**src/logic/sbgp_pkg.sv**
```systemverilog
// package: register map, widths and reset values of the six-bit port
package sbgp_pkg;
  localparam int unsigned PIN_W  = 6;
  localparam int unsigned DATA_W = 8;
  localparam int unsigned ADDR_W = 3;

  localparam logic [ADDR_W-1:0] OFS_OUTPUT_DATA    = 3'h0;
  localparam logic [ADDR_W-1:0] OFS_DIRECTION      = 3'h1;
  localparam logic [ADDR_W-1:0] OFS_PULLUP_ENABLE  = 3'h2;
  localparam logic [ADDR_W-1:0] OFS_SLEW_ENABLE    = 3'h3;
  localparam logic [ADDR_W-1:0] OFS_DRIVE_STRENGTH = 3'h4;

  localparam logic [PIN_W-1:0] RST_OUTPUT_DATA    = 6'h00;
  localparam logic [PIN_W-1:0] RST_DIRECTION      = 6'h00;
  localparam logic [PIN_W-1:0] RST_PULLUP_ENABLE  = 6'h00;
  localparam logic [PIN_W-1:0] RST_SLEW_ENABLE    = 6'h00;
  localparam logic [PIN_W-1:0] RST_DRIVE_STRENGTH = 6'h00;

  localparam logic [DATA_W-1:0] UNMAPPED_READ = 8'h00;
endpackage : sbgp_pkg

```
**src/logic/sbgp_port.sv**
```systemverilog
// six-bit general-purpose port with register file and pad control
// Function
// - input pins read back sampled pin level
// - output pins read back the data latch
// - writes update every latch bit always
// - output pins drive their latch value
// - reset clears latch, pins become inputs
// - direction bit chooses input or output
// - pullup bit enables pullup for inputs
// - outputs ignore pullup bit, pullup off
// - slew bit limits outputs, no input effect
// - drive bit selects high or low drive
//
// Strobed register access and the placing of the registers were left to the implementer.
`timescale 1ns/1ps
module sbgp_port (
  input  wire logic                         clk,
  input  wire logic                         resetn,
  input  wire logic [sbgp_pkg::ADDR_W-1:0]  addr,
  input  wire logic [sbgp_pkg::DATA_W-1:0]  wdata,
  input  wire logic                         wr,
  input  wire logic                         rd,
  output logic      [sbgp_pkg::DATA_W-1:0]  rdata,
  input  wire logic [sbgp_pkg::PIN_W-1:0]   pin_in,
  output logic      [sbgp_pkg::PIN_W-1:0]   pin_out,
  output logic      [sbgp_pkg::PIN_W-1:0]   pin_oe,
  output logic      [sbgp_pkg::PIN_W-1:0]   pullup_on,
  output logic      [sbgp_pkg::PIN_W-1:0]   slew_on,
  output logic      [sbgp_pkg::PIN_W-1:0]   drive_high
);
  import sbgp_pkg::*;

  logic [PIN_W-1:0]  port_output_data;
  logic [PIN_W-1:0]  port_direction;
  logic [PIN_W-1:0]  port_pullup_enable;
  logic [PIN_W-1:0]  port_slew_enable;
  logic [PIN_W-1:0]  port_drive_strength;
  logic [PIN_W-1:0]  read_bits;
  logic [DATA_W-1:0] next_rdata;

  function automatic logic hit(input logic [ADDR_W-1:0] a,
                               input logic [ADDR_W-1:0] ofs);
    hit = (a == ofs);
  endfunction : hit

  // only bits 5:0 are stored, bits 7:6 discarded
  always_ff @(posedge clk) begin
    if (!resetn) begin
      port_output_data <= RST_OUTPUT_DATA;
    end else if (wr && hit(addr, OFS_OUTPUT_DATA)) begin
      port_output_data <= wdata[PIN_W-1:0];
    end
  end

  always_ff @(posedge clk) begin
    if (!resetn) begin
      port_direction <= RST_DIRECTION;
    end else if (wr && hit(addr, OFS_DIRECTION)) begin
      port_direction <= wdata[PIN_W-1:0];
    end
  end

  always_ff @(posedge clk) begin
    if (!resetn) begin
      port_pullup_enable <= RST_PULLUP_ENABLE;
    end else if (wr && hit(addr, OFS_PULLUP_ENABLE)) begin
      port_pullup_enable <= wdata[PIN_W-1:0];
    end
  end

  always_ff @(posedge clk) begin
    if (!resetn) begin
      port_slew_enable <= RST_SLEW_ENABLE;
    end else if (wr && hit(addr, OFS_SLEW_ENABLE)) begin
      port_slew_enable <= wdata[PIN_W-1:0];
    end
  end

  always_ff @(posedge clk) begin
    if (!resetn) begin
      port_drive_strength <= RST_DRIVE_STRENGTH;
    end else if (wr && hit(addr, OFS_DRIVE_STRENGTH)) begin
      port_drive_strength <= wdata[PIN_W-1:0];
    end
  end

  genvar gi;
  generate
    for (gi = 0; gi < PIN_W; gi++) begin : g_pin
      sbgp_pin_cell u_cell (
        .latch      (port_output_data[gi]),
        .dir        (port_direction[gi]),
        .pullup_en  (port_pullup_enable[gi]),
        .slew_en    (port_slew_enable[gi]),
        .drive_hi   (port_drive_strength[gi]),
        .pin_in     (pin_in[gi]),
        .pin_out    (pin_out[gi]),
        .pin_oe     (pin_oe[gi]),
        .pullup_on  (pullup_on[gi]),
        .slew_on    (slew_on[gi]),
        .drive_high (drive_high[gi]),
        .read_bit   (read_bits[gi])
      );
    end
  endgenerate

  // read mux, upper bits always zero
  always_comb begin
    next_rdata = UNMAPPED_READ;
    if (rd) begin
      unique case (addr)
        OFS_OUTPUT_DATA:    next_rdata = {2'h0, read_bits};
        OFS_DIRECTION:      next_rdata = {2'h0, port_direction};
        OFS_PULLUP_ENABLE:  next_rdata = {2'h0, port_pullup_enable};
        OFS_SLEW_ENABLE:    next_rdata = {2'h0, port_slew_enable};
        OFS_DRIVE_STRENGTH: next_rdata = {2'h0, port_drive_strength};
        default:            next_rdata = UNMAPPED_READ;
      endcase
    end
  end

  // read data valid only in the cycle after the strobe
  always_ff @(posedge clk) begin
    if (!resetn) begin
      rdata <= UNMAPPED_READ;
    end else begin
      rdata <= next_rdata;
    end
  end

  // reset state
  reset_hiz_a: assert property (
    @(posedge clk)
    $past(!resetn) |->
      (pin_oe == 6'h00 && pullup_on == 6'h00
       && port_output_data == RST_OUTPUT_DATA))
    else $error("pins not released to inputs after reset");

  ctrl_reset_a: assert property (
    @(posedge clk)
    $past(!resetn) |->
      (port_direction == RST_DIRECTION
       && port_pullup_enable == RST_PULLUP_ENABLE
       && port_slew_enable == RST_SLEW_ENABLE
       && port_drive_strength == RST_DRIVE_STRENGTH
       && slew_on == 6'h00 && drive_high == 6'h00))
    else $error("control registers not cleared by reset");

  // register writes and holds
  data_write_a: assert property (
    @(posedge clk) disable iff (!resetn)
    (wr && addr == OFS_OUTPUT_DATA) |=>
      (port_output_data == $past(wdata[5:0])
       && pin_out == $past(wdata[5:0])))
    else $error("data latch not updated by write");

  data_hold_a: assert property (
    @(posedge clk) disable iff (!resetn)
    !(wr && addr == OFS_OUTPUT_DATA) |=> $stable(port_output_data))
    else $error("data latch changed without a write");

  drive_latch_a: assert property (
    @(posedge clk) disable iff (!resetn)
    (wr && addr == OFS_DIRECTION) |=>
      (pin_oe == $past(wdata[5:0])
       && pin_out == $past(port_output_data)))
    else $error("direction write not reflected on driver");

  dir_hold_a: assert property (
    @(posedge clk) disable iff (!resetn)
    !(wr && addr == OFS_DIRECTION) |=> $stable(port_direction))
    else $error("direction changed without a write");

  pullup_set_a: assert property (
    @(posedge clk) disable iff (!resetn)
    (wr && addr == OFS_PULLUP_ENABLE) |=>
      (pullup_on == ($past(wdata[5:0]) & ~pin_oe)))
    else $error("pullup enable not applied");

  pullup_hold_a: assert property (
    @(posedge clk) disable iff (!resetn)
    !(wr && addr == OFS_PULLUP_ENABLE) |=> $stable(port_pullup_enable))
    else $error("pullup enable changed without a write");

  slew_gate_a: assert property (
    @(posedge clk) disable iff (!resetn)
    (wr && addr == OFS_SLEW_ENABLE) |=>
      (slew_on == ($past(wdata[5:0]) & pin_oe)))
    else $error("slew control not gated by direction");

  slew_hold_a: assert property (
    @(posedge clk) disable iff (!resetn)
    !(wr && addr == OFS_SLEW_ENABLE) |=> $stable(port_slew_enable))
    else $error("slew enable changed without a write");

  drive_set_a: assert property (
    @(posedge clk) disable iff (!resetn)
    (wr && addr == OFS_DRIVE_STRENGTH) |=>
      (drive_high == $past(wdata[5:0])))
    else $error("drive strength not applied");

  drive_hold_a: assert property (
    @(posedge clk) disable iff (!resetn)
    !(wr && addr == OFS_DRIVE_STRENGTH) |=> $stable(port_drive_strength))
    else $error("drive strength changed without a write");

  unmapped_wr_a: assert property (
    @(posedge clk) disable iff (!resetn)
    (wr && addr > OFS_DRIVE_STRENGTH) |=>
      ($stable(port_output_data) && $stable(port_direction)
       && $stable(port_pullup_enable) && $stable(port_slew_enable)
       && $stable(port_drive_strength)))
    else $error("write to unmapped index changed state");

  // pad gating, driver and drive select per pin, and per-pin read source
  pullup_gate_a: assert property (
    @(posedge clk) disable iff (!resetn)
    (pullup_on & pin_oe) == 6'h00)
    else $error("pullup on while driving");

  slew_input_a: assert property (
    @(posedge clk) disable iff (!resetn)
    (slew_on & ~pin_oe) == 6'h00)
    else $error("slew limiting on an input pin");

  generate
    for (gi = 0; gi < PIN_W; gi++) begin : g_chk
      data_drive_a: assert property (
        @(posedge clk) disable iff (!resetn)
        pin_oe[gi] |-> (pin_out[gi] == port_output_data[gi]))
        else $error("output pin not driven from its latch");

      pullup_pin_a: assert property (
        @(posedge clk) disable iff (!resetn)
        (!pin_oe[gi] && port_pullup_enable[gi]) |-> pullup_on[gi])
        else $error("enabled pullup off on an input pin");

      slew_pin_a: assert property (
        @(posedge clk) disable iff (!resetn)
        (pin_oe[gi] && port_slew_enable[gi]) |-> slew_on[gi])
        else $error("enabled slew limiting off on an output pin");

      drive_pin_a: assert property (
        @(posedge clk) disable iff (!resetn)
        drive_high[gi] == port_drive_strength[gi])
        else $error("drive selection differs from its bit");

      pin_read_a: assert property (
        @(posedge clk) disable iff (!resetn)
        (rd && addr == OFS_OUTPUT_DATA) |=>
          (rdata[gi] == ($past(port_direction[gi])
                         ? $past(port_output_data[gi])
                         : $past(pin_in[gi]))))
        else $error("data read took the wrong source for a pin");
    end
  endgenerate

  // register reads
  read_input_a: assert property (
    @(posedge clk) disable iff (!resetn)
    (rd && addr == OFS_OUTPUT_DATA) |=>
      ((rdata[5:0] & ~$past(port_direction))
       == ($past(pin_in) & ~$past(port_direction))))
    else $error("input pin level not returned");

  read_latch_a: assert property (
    @(posedge clk) disable iff (!resetn)
    (rd && addr == OFS_OUTPUT_DATA) |=>
      ((rdata[5:0] & $past(port_direction))
       == ($past(port_output_data) & $past(port_direction))))
    else $error("output latch not returned");

  dir_read_a: assert property (
    @(posedge clk) disable iff (!resetn)
    (rd && addr == OFS_DIRECTION) |=>
      (rdata == {2'h0, $past(port_direction)}))
    else $error("direction register not read back");

  pullup_read_a: assert property (
    @(posedge clk) disable iff (!resetn)
    (rd && addr == OFS_PULLUP_ENABLE) |=>
      (rdata == {2'h0, $past(port_pullup_enable)}))
    else $error("pullup enable register not read back");

  slew_read_a: assert property (
    @(posedge clk) disable iff (!resetn)
    (rd && addr == OFS_SLEW_ENABLE) |=>
      (rdata == {2'h0, $past(port_slew_enable)}))
    else $error("slew enable register not read back");

  drive_read_a: assert property (
    @(posedge clk) disable iff (!resetn)
    (rd && addr == OFS_DRIVE_STRENGTH) |=>
      (rdata == {2'h0, $past(port_drive_strength)}))
    else $error("drive strength register not read back");

  unmapped_rd_a: assert property (
    @(posedge clk) disable iff (!resetn)
    (rd && addr > OFS_DRIVE_STRENGTH) |=>
      (rdata == UNMAPPED_READ))
    else $error("unmapped index read nonzero");

  rdata_idle_a: assert property (
    @(posedge clk) disable iff (!resetn)
    !rd |=> (rdata == UNMAPPED_READ))
    else $error("read data nonzero outside a read slot");

  upper_zero_a: assert property (
    @(posedge clk) disable iff (!resetn)
    rdata[7:6] == 2'h0)
    else $error("reserved bits read nonzero");
endmodule : sbgp_port

```
**src/logic/sbgp_pin_cell.sv**
```systemverilog
// per-pin pad control: driver, pullup and slew gating, drive select passed straight through
`timescale 1ns/1ps
module sbgp_pin_cell (
  input  wire logic latch,
  input  wire logic dir,
  input  wire logic pullup_en,
  input  wire logic slew_en,
  input  wire logic drive_hi,
  input  wire logic pin_in,
  output logic      pin_out,
  output logic      pin_oe,
  output logic      pullup_on,
  output logic      slew_on,
  output logic      drive_high,
  output logic      read_bit
);
  assign pin_oe     = dir;
  assign pin_out    = latch;
  assign pullup_on  = pullup_en & ~dir;
  assign slew_on    = slew_en & dir;
  assign drive_high = drive_hi;
  assign read_bit   = dir ? latch : pin_in;
endmodule : sbgp_pin_cell

```
**config.mk**
```make
export PLATFORM = sky130hd
export DESIGN_NAME = sbgp_port
export DESIGN_NICKNAME = d
export VERILOG_FILES = /design/src/logic/sbgp_pkg.sv /design/src/logic/sbgp_port.sv /design/src/logic/sbgp_pin_cell.sv
export SDC_FILE = /design/constraint.sdc
export NUM_CORES = 1
export LEC_CHECK = 0
export BUFFER_PORTS_ARGS = -buffer_cell sky130_fd_sc_hd__buf_2
export CORE_MARGIN = 4
export CORE_UTILIZATION = 25
export CTS_BUF_LIST = sky130_fd_sc_hd__clkbuf_8
export DETAILED_ROUTE_END_ITERATION = 8
export SLEW_MARGIN = 0
export SYNTH_ARGS = -nofsm -noshare
export SYNTH_HDL_FRONTEND = slang
export SYNTH_SLANG_ARGS = --single-unit
export TNS_END_PERCENT = 1
```
**constraint.sdc**
```tcl
create_clock -name clk -period 1.65 [get_ports clk]
set_input_delay 0.33 -clock clk [delete_from_list [all_inputs] [get_ports clk]]
set_output_delay 0.33 -clock clk [all_outputs]
set_load 0.02 [all_outputs]
```
==> results of run 1 <==
## synthesized netlist by cell type, drive strengths merged (2+ instances only)
cell / number / area, µm²
a22oi: 5 / 37.5
nand3: 4 / 20.0
mux2i: 30 / 300
nand3b: 10 / 75.1
buf: 40 / 287
and4bb: 2 / 25.0
and2: 6 / 37.5
mux2: 9 / 101
a31oi: 3 / 18.8
nor4bb: 2 / 20.0
clkbuf: 4 / 15.0
nor2b: 38 / 238
a21o: 5 / 37.5
a21oi: 4 / 20.0
dfxtp: 36 / 721
## per-stage QoR
stage | std cells | util | hold WS, ns | instance area [µm²]
final | 338 | 0.294 | 0.385 | 2300
after global routing | 338 | 0.294 | 0.398 | 2300
after CTS | 338 | 0.294 | 0.380 | 2300
after detailed placement | 333 | 0.285 | 0.511 | 2230
after global placement | 333 | 0.285 | 0.505 | 2230
after floorplan | 208 | - | 0.466 | 2030
## path summary, 6_finish.rpt
path | startpoint | endpoint | slack [ns] | cells after the start
min reg2reg | port_slew_enable[3] | rdata[3] | 0.51 | 2
max | port_direction[1] | slew_on[1] | 0.29 | 2
max reg2reg | port_direction[3] | rdata[3] | 0.42 | 3
min | wdata[3] | port_direction[3] | 0.39 | 3
## per-layer routing
metal / vias to the layer above / global-route usage / wire (µm)
met2: 36 / 0.174 / 2250
met1: 680 / 0.136 / 2280
li1: 737 / - / -
met4: 0 / 0.0192 / 27
met5: - / 0 / 0
met3: 5 / 0.0336 / 256
## placed cells by master (no fill, tap or decap)
master and instances:
nand4b_1 1, buf_2 54, buf_4 13, conb_1 2, a21oi_1 4, a21o_1 5, o211ai_1 1, nor3_1 1
nor4bb_1 1, nor4b_4 1, dfxtp_1 36, and4bb_2 2, nor2_1 1, nor4bb_2 1, nor2b_1 38, mux2i_1 30
nor3b_1 1, a22oi_1 5, a31oi_1 3, nand3b_1 10, and2_1 6, nand3_1 4, nand2b_1 1, mux2_2 9
clkbuf_8 5, o21ai_0 1
## power breakdown
group          internal, W  switching [W]  leakage [nW]
registers         0.000886      0.0000147         0.291
logic            0.0000979       0.000114         0.616
clock network     0.000272       0.000281        0.0359
total              0.00126       0.000410         0.943
## worst max-delay path: stages, from the launching register on
cell	delay, ns
dfxtp_1	0.43
and2_1	0.17
buf_2	0.16
## final cells by class
class	count	area, µm²	area share
clock buffers	5	68.8	0.0300
repair buffers	67	368	0.160
flip-flops and latches	36	721	0.314
well taps	102	128	0.0556
multi-input cells	128	1010	0.441
## state kept, by name, summed over array words and instances (netlist names)
name,count
rdata,6
port_output_data,6
port_direction,6
port_slew_enable,6
port_drive_strength,6
port_pullup_enable,6
## kinds of logic (layout without fill, tap and decap cells)
| logic type | count (synthesis) | after routing |
|---|---|---|
| AO/OA/AOI/OAI | 19 | 19 |
| buffers and inverters | 44 | 72 |
| flip-flops | 36 | 36 |
| multiplexers | 39 | 39 |
| other | 1 | 2 |
| AND/OR/NAND/NOR | 68 | 68 |
==> flow_metrics.env, run 1 <==
export IMPL_area_growth_pct=13.5
export IMPL_ys_dominant_reg_cell="dfxtp_1"
export IMPL_antenna_found_initial=0
export IMPL_num_vias=1458
export IMPL_first_global_vias=1550
export IMPL_gr_total_overflow=0
export IMPL_yosys_area_share_adder=0
export IMPL_worst_skew_pair_late_latency_ns=0.27
export IMPL_cts_buffers=5
export IMPL_post_route_drc_count=0
export IMPL_wirelength_mm=4.82
export IMPL_grt_util_all_layers=0.105
export IMPL_timing_fmax_ghz=0.733
export IMPL_synth_seq_cells=36
export IMPL_status="completed"
export IMPL_setup_ws_ns=0.286
export IMPL_synth_simple_area_share=0.232
export IMPL_synth_xor_area_share=0
export IMPL_htreeDepth=2
export IMPL_drtAntennaViolNets=0
export IMPL_synth_seq_area_share=0.356
export IMPL_post_synth_mux_area_share=0.198
export IMPL_finalSetupViolCount=0
export IMPL_final_net_count=259
export IMPL_layout_drive_gt1_share=0.360
export IMPL_detailed_place_hpwl_mm=3.68
export IMPL_synth_avg_cell_area_um2=9.78
export IMPL_netlist_area_mm2=0.00202
export IMPL_detail_route_vias_per_cell=4.31
export IMPL_die_height_um=98.0
export IMPL_crit_type="flop to primary output"
export IMPL_ir_drop_mv=0.228
export IMPL_setup_total_negative_slack_ns=0
export IMPL_post_synth_edffs=0
export IMPL_crit_path_end_kind="primary output"
export IMPL_design_die_area_mm2=0.00960
export IMPL_grt_first_pass_wirelength_mm=8.09
export IMPL_rows=32
export IMPL_port_buffers=54
export IMPL_final_fill_count=842
export IMPL_ffs_w_async_s_r_synth=0
export IMPL_cts_root_buffer_cell="clkbuf_8"
export IMPL_worst_endpoint_required_ns=1.32
export IMPL_rsz_0062_raised_after_global_routing="no"
export IMPL_post_cts_setup_buffer_count=0
export IMPL_cts_clk_pin_slew_worst_paths_ns=0.07
export IMPL_max_cap_viol_count=0
export IMPL_power_density_cell_area_mw_per_mm2=725
export IMPL_antennaDiodeCount=0
export IMPL_cts_tree="built"
export IMPL_final_min_period_over_clock_period=0.826
export IMPL_min_delay_path_class="input pin to flop"
export IMPL_cts_hold_buffers=0
export IMPL_coreArea_mm2=0.00781
export IMPL_wl_per_cell_um=14.2
export IMPL_drtIter0Drc=47
export IMPL_clock_sinks=36
export IMPL_synth_compound_gate_area_share=0.0624
export IMPL_detailedRoute_firstPassIterationCount=3
export IMPL_fp_dieW_um=98.0
export IMPL_finalCriticalPeriod_ns=1.36
export IMPL_fin_skew_ns=0.00187
export IMPL_yosys_warnings=0
export IMPL_arrival_ns=1.03
export IMPL_ys_types=26
export IMPL_total_power_w=0.00167
export IMPL_num_io_pins=59
export IMPL_cts_max_path_buffers=2
export IMPL_combinational_family_with_the_most_area_after_synthesis="simple AND/OR/NAND/NOR gates"
export IMPL_synth_cells=207
export IMPL_p_leak_nw=0.943
export IMPL_critical_path_max_fanout=6
export IMPL_grt_max_degree=31
export IMPL_cts_repair_resize_count=0
export IMPL_dp_worst_setup_slack_ns=0.137
export IMPL_worstSetupStartpointType="flop"
export IMPL_number_of_endpoints_with_negative_hold_slack_in_the_final_report=0
export IMPL_routabilityCongestion=0.761
export IMPL_floorplan_initialDensity=0.259
export IMPL_finalMaxSlewViolations=0
Note: power is estimated with default switching activity, not from simulation.
==> inputs of run 2 (changes only) <==
==> constraint.sdc (replaced) <==
create_clock -name clk -period 1.4 [get_ports clk]
set_input_delay 0.28 -clock clk [delete_from_list [all_inputs] [get_ports clk]]
set_output_delay 0.28 -clock clk [all_outputs]
set_load 0.02 [all_outputs]
==> run 2 against run 1 <==
Net effect:
- setup slack worse by 0.22 ns
- register-to-register slack worse by 0.20 ns
- wire length up 0.37%
- clock skew up 0.0014 ns
- clock power up 34%
- final area up 5.2%
- critical endpoint is now slew_on[0]
==> flow_metrics.env, run 2 (same netlist as run 1, synthesis figures left out) <==
export IMPL_status="completed"
export IMPL_wl_per_cell_um=13.7
export IMPL_grt_first_pass_wirelength_mm=7.94
export IMPL_htreeDepth=2
export IMPL_reg2regPathDepth=3
export IMPL_antenna_found_initial=0
export IMPL_power_density_cell_area_mw_per_mm2=858
export IMPL_finalMaxSlewViolations=0
export IMPL_gr_total_overflow=0
export IMPL_arrival_ns=1.05
export IMPL_number_of_endpoints_with_negative_hold_slack_in_the_final_report=0
export IMPL_p_leak_nw=1.02
export IMPL_design_die_area_mm2=0.00960
export IMPL_fin_skew_ns=0.00326
export IMPL_routabilityCongestion=0.745
export IMPL_final_net_count=271
export IMPL_setup_total_negative_slack_ns=0
export IMPL_dpl_instance_area_mm2=0.00232
export IMPL_finalSetupViolCount=0
export IMPL_layout_commonest_cell="buf_2"
export IMPL_drtIter0Drc=42
export IMPL_wirelength_mm=4.83
export IMPL_max_cap_viol_count=0
export IMPL_crit_reg2reg_launch="port_direction[1]"
export IMPL_drtAntennaViolNets=0
export IMPL_ir_drop_mv=0.292
export IMPL_min_delay_src="wdata[5]"
export IMPL_rsz_0062_raised_after_global_routing="no"
export IMPL_worstSetupStartpointType="flop"
export IMPL_cp_startpoint="port_direction[0]"
export IMPL_detail_route_vias_per_cell=4.26
export IMPL_final_min_period_over_clock_period=0.952
export IMPL_num_io_pins=59
export IMPL_timing_fmax_ghz=0.750
export IMPL_worst_skew_pair_late_latency_ns=0.29
export IMPL_worst_endpoint_required_ns=1.12
export IMPL_floorplan_initialDensity=0.259
export IMPL_crit_type="flop to primary output"
export IMPL_detailedRoute_firstPassIterationCount=4
export IMPL_layout_drive_gt1_share=0.394
export IMPL_final_fill_count=848
export IMPL_mostFrequentLayoutCells="51 x buf_2, 38 x nor2b_1, 35 x dfxtp_1"
export IMPL_grt_util_all_layers=0.104
export IMPL_rows=32
export IMPL_clock_sinks=36
export IMPL_detailed_place_hpwl_mm=3.80
export IMPL_coreArea_mm2=0.00781
export IMPL_num_vias=1504
export IMPL_crit_path_end_kind="primary output"
export IMPL_finalCriticalPeriod_ns=1.33
export IMPL_grt_max_degree=31
export IMPL_antennaDiodeCount=0
export IMPL_cts_clk_pin_slew_worst_paths_ns=0.07
export IMPL_cts_tree="built"
export IMPL_port_buffers=54
export IMPL_first_global_vias=1512
export IMPL_area_growth_pct=19.4
export IMPL_cts_root_buffer_cell="clkbuf_8"
export IMPL_final_area_mm2=0.00242
export IMPL_holdWs_ns=0.314
export IMPL_fp_dieW_um=98.0
export IMPL_worst_hold_stages=3
export IMPL_cts_buffers=5
export IMPL_die_height_um=98.0
export IMPL_cts_max_path_buffers=2
export IMPL_critical_path_max_fanout=5
export IMPL_min_delay_path_class="input pin to flop"
export IMPL_post_route_drc_count=0
run 2: repair_timing:
item                       4_1_cts  5_1_grt
resized for setup                0        4
buffers inserted                 0        0
setup endpoints to repair        0        3
hold buffers                     0        0
run 2: where the power goes:
group / internal (W) / total (W) / switching [W]
registers: 0.00104 / 0.00106 / 0.0000149
logic: 0.000132 / 0.000271 / 0.000139
clock network: 0.000387 / 0.000743 / 0.000357
total: 0.00156 / 0.00207 / 0.000511
run 2: area by class of cell:
| cell class | instances | area [µm²] | area share |
|---|---|---|---|
| clock buffer | 6 | 82.6 | 0.0342 |
| clock inverter | 2 | 7.51 | 0.00311 |
| multi-input combinational | 128 | 1010 | 0.419 |
| sequential | 36 | 722 | 0.299 |
| tap | 102 | 128 | 0.0528 |
| timing repair buffer | 79 | 465 | 0.193 |
run 2: metal layers:
layer / GRT usage / vias up / part of all wire
met2: 0.174 / 43 / 0.46
met4: 0.0256 / 0 / 0.0070
met5: 0 / - / 0
li1: - / 762 / -
met3: 0.0343 / 3 / 0.068
met1: 0.130 / 696 / 0.46
run 2: per-stage QoR:
stage | total power, W | utilization | setup WS, ns | instances
2_1_floorplan | 0.00126 | - | 0.145 | 208
3_3_place_gp | 0.00135 | 0.297 | 0.0319 | 345
3_5_place_dp | 0.00136 | 0.297 | 0.0118 | 345
4_1_cts | 0.00210 | 0.308 | 0.0543 | 353
5_1_grt | 0.00216 | 0.310 | 0.00300 | 353
6_report | 0.00207 | 0.310 | 0.0669 | 353
run 2: critical path, cell delays in order (launching register included):
cell	delay, ns
dfxtp_2	0.32
buf_4	0.14
and2_1	0.15
buf_4	0.15
run 2: final timing paths:
check	slack, ns	end
min reg2reg	0.51	rdata[1]
max	0.07	slew_on[0]
max reg2reg	0.22	rdata[1]
min	0.31	port_output_data[5]
==> inputs of run 3 (changes only) <==
--- a/config.mk
+++ b/config.mk
@@ -6,6 +6,7 @@
 export NUM_CORES = 1
 export LEC_CHECK = 0
 export BUFFER_PORTS_ARGS = -buffer_cell sky130_fd_sc_hd__buf_2
+export CAP_MARGIN = 20
 export CORE_MARGIN = 4
 export CORE_UTILIZATION = 25
 export CTS_BUF_LIST = sky130_fd_sc_hd__clkbuf_8
@@ -13,5 +14,6 @@
 export SLEW_MARGIN = 0
 export SYNTH_ARGS = -nofsm -noshare
 export SYNTH_HDL_FRONTEND = slang
+export SYNTH_HIERARCHICAL = 1
 export SYNTH_SLANG_ARGS = --single-unit
 export TNS_END_PERCENT = 1
==> run 3 against run 2 <==
Net effect:
- area after synthesis down 0.74%
- critical path depth did not move
- sequential share of layout area up 0.67 points
- worst hold slack hardly changed
==> flow_metrics.env, run 3 <==
export IMPL_synth_seq_area_share=0.359
export IMPL_finalCriticalPeriod_ns=1.35
export IMPL_worst_setup_path_endpoint="slew_on[4]"
export IMPL_synth_cells=200
export IMPL_power_density_cell_area_mw_per_mm2=849
export IMPL_cts_clk_pin_slew_worst_paths_ns=0.07
export IMPL_finalMaxSlewViolations=0
export IMPL_final_area_mm2=0.00238
export IMPL_dp_cells=336
export IMPL_synth_largest_area_cell="dfxtp_1"
export IMPL_post_route_drc_count=0
export IMPL_cts_root_buffer_cell="clkbuf_8"
export IMPL_detailedRoute_firstPassIterationCount=4
export IMPL_fp_dieW_um=97.7
export IMPL_drtIter0Drc=52
export IMPL_first_global_vias=1438
export IMPL_synth_top_cells_by_area="dfxtp_1 36%, mux2i_1 18%, nor2b_1 9.3%, buf_4 7.5%, mux2_4 4.5%"
export IMPL_antennaDiodeCount=0
export IMPL_grt_max_degree=31
export IMPL_worstSetupPathDepth=3
export IMPL_p_sw_frac=0.257
export IMPL_grt_use_met1=0.123
export IMPL_cts_hold_buffers=0
export IMPL_die_height_um=97.7
export IMPL_num_vias=1428
export IMPL_wl_per_cell_um=14.1
export IMPL_worst_r2r_setup_slack_ns=0.25
export IMPL_met2_usage=0.155
export IMPL_crit_type="flop to primary output"
export IMPL_synth_commonest_cells="36 x dfxtp_1, 36 x mux2i_1, 30 x nor2b_1"
export IMPL_path_delay_family="flip-flops"
export IMPL_cts_max_path_buffers=2
export IMPL_status="completed"
export IMPL_reg2regPathDepth=4
export IMPL_synth_avg_cell_area_um2=10.0
export IMPL_p_leak_nw=1.04
export IMPL_worst_r2r_endpoint="rdata[0]"
export IMPL_cts_tree="built"
export IMPL_cp_startpoint="port_direction[4]"
export IMPL_clock_power_share=0.345
export IMPL_layout_commonest_cell="buf_2"
export IMPL_ffs_w_async_s_r_synth=0
export IMPL_timing_fmax_ghz=0.740
export IMPL_final_min_period_over_clock_period=0.966
export IMPL_htreeDepth=2
export IMPL_routabilityCongestion=0.697
export IMPL_coreArea_mm2=0.00777
export IMPL_port_buffers=54
export IMPL_cp_max_delay_cell="dfxtp_1"
export IMPL_rsz_0062_raised_after_global_routing="no"
export IMPL_total_power_w=0.00202
export IMPL_synth_seq_cells=36
export IMPL_detailed_place_hpwl_mm=3.61
export IMPL_post_synth_edffs=0
export IMPL_final_net_count=262
export IMPL_cp_buffers_inverters=2
export IMPL_finalSetupViolCount=0
export IMPL_cell_internal_pwr_w=0.00150
export IMPL_final_seq_area_um2=727
export IMPL_floorplan_initialDensity=0.259
export IMPL_grt_met3_usage=0.0524
export IMPL_rows=32
export IMPL_dpl_instance_area_mm2=0.00230
export IMPL_multi_input_comb_area_mm2=0.00106
export IMPL_power_share_sequential=0.525
export IMPL_grt_util_all_layers=0.101
export IMPL_mostFrequentLayoutCells="54 x buf_2, 36 x mux2i_1, 31 x dfxtp_1"
export IMPL_grt_first_pass_wirelength_mm=7.52
export IMPL_setup_total_negative_slack_ns=0
export IMPL_design_die_area_mm2=0.00954
export IMPL_yosys_area_top_type_share=0.359
export IMPL_arrival_ns=1.07
export IMPL_power_combinational_fraction=0.130
export IMPL_antenna_found_initial=0
export IMPL_max_cap_viol_count=0
export IMPL_layoutNonFillerInstCount=343
export IMPL_detail_route_vias_per_cell=4.16
export IMPL_layout_drive_gt1_share=0.419
export IMPL_netlist_area_mm2=0.00201
export IMPL_ys_types=26
export IMPL_drtAntennaViolNets=0
export IMPL_number_of_endpoints_with_negative_hold_slack_in_the_final_report=0
export IMPL_path_cells="buf_4 -> and2_2 -> buf_2"
export IMPL_final_fill_count=831
export IMPL_crit_reg2reg_launch="port_direction[0]"
export IMPL_ir_drop_mv=0.249
export IMPL_min_delay_path_class="input pin to flop"
export IMPL_ys_dominant_reg_cell="dfxtp_1"
export IMPL_worst_endpoint_required_ns=1.12
export IMPL_area_growth_pct=18.5
export IMPL_worst_skew_pair_late_latency_ns=0.29
export IMPL_slowest_delay_ns=0.33
export IMPL_total_switching_power_w=0.000520
export IMPL_gr_total_overflow=0
export IMPL_yosys_warnings=6
export IMPL_wirelength_mm=4.82
export IMPL_worstSetupStartpointType="flop"
export IMPL_crit_path_end_kind="primary output"
export IMPL_post_cts_setup_buffer_count=0
export IMPL_gr_max_usage_layer="met2"
export IMPL_cts_buffers=5
export IMPL_num_io_pins=59
export IMPL_critical_path_max_fanout=4
export IMPL_clock_sinks=36
export IMPL_fin_skew_ns=0.00578
==> run 3: timing repair <==
item	CTS	global route
endpoints found under the hold margin	0	0
cloned	0	0
resized for setup	4	1
setup endpoints to repair	4	1
==> run 3: worst min-delay path, stage by stage <==
cell     delay, ns
buf_2         0.12
mux2i_1       0.07
nor2b_1       0.09
==> run 3: final cells by class <==
cell class                 count  area share
timing repair buffer          67       0.154
clock buffer                   5      0.0289
sequential                    36       0.305
tap                          102      0.0536
multi-input combinational    125       0.445
clock inverter                 2     0.00368
inverter                       6     0.00946
==> run 3: cells by family after synthesis <==
logic type,share of synthesized area
and+or+nand+nor,0.230
DFF,0.359
muxes,0.224
other,0.00187
AOI/OAI and AO/OA,0.0660
buffers and inverters,0.120
==> run 3: power groups by stage <==
stage	Sequential, W	Combinational [W]	Clock, W
after global routing	0.00106	0.000286	0.000757
after global placement	0.00109	0.000262	0
after floorplan	0.00108	0.000189	0
after detailed placement	0.00109	0.000265	0
final	0.00106	0.000263	0.000697
after CTS	0.00106	0.000266	0.000714
==> run 3: how the worst min path moves through the flow <==
stage / startpoint / end / cells past startpoint
floorplan: wdata[0] / port_slew_enable[0] / 2
global placement: port_pullup_enable[0] / port_pullup_enable[0] / 2
detailed placement: port_pullup_enable[2] / port_pullup_enable[2] / 2
CTS: wdata[1] / port_slew_enable[1] / 3
global route: wdata[1] / port_drive_strength[1] / 3
finish: wdata[1] / port_slew_enable[1] / 3
==> run 3: metrics by stage <==
step           worst slack (ns)  hold slack, ns   util
3_3_place_gp             0.0277           0.518  0.296
5_1_grt                 0.00288           0.341  0.307
3_5_place_dp             0.0132           0.525  0.296
2_1_floorplan             0.105           0.446      -
4_1_cts                 0.00114           0.311  0.306
6_report                 0.0478           0.314  0.307
==> run 3: routing by layer <==
layer	vias to the layer above	share of wire
li1	739	-
met1	648	0.48
met2	38	0.44
met3	3	0.078
met4	0	0.0015
met5	-	0
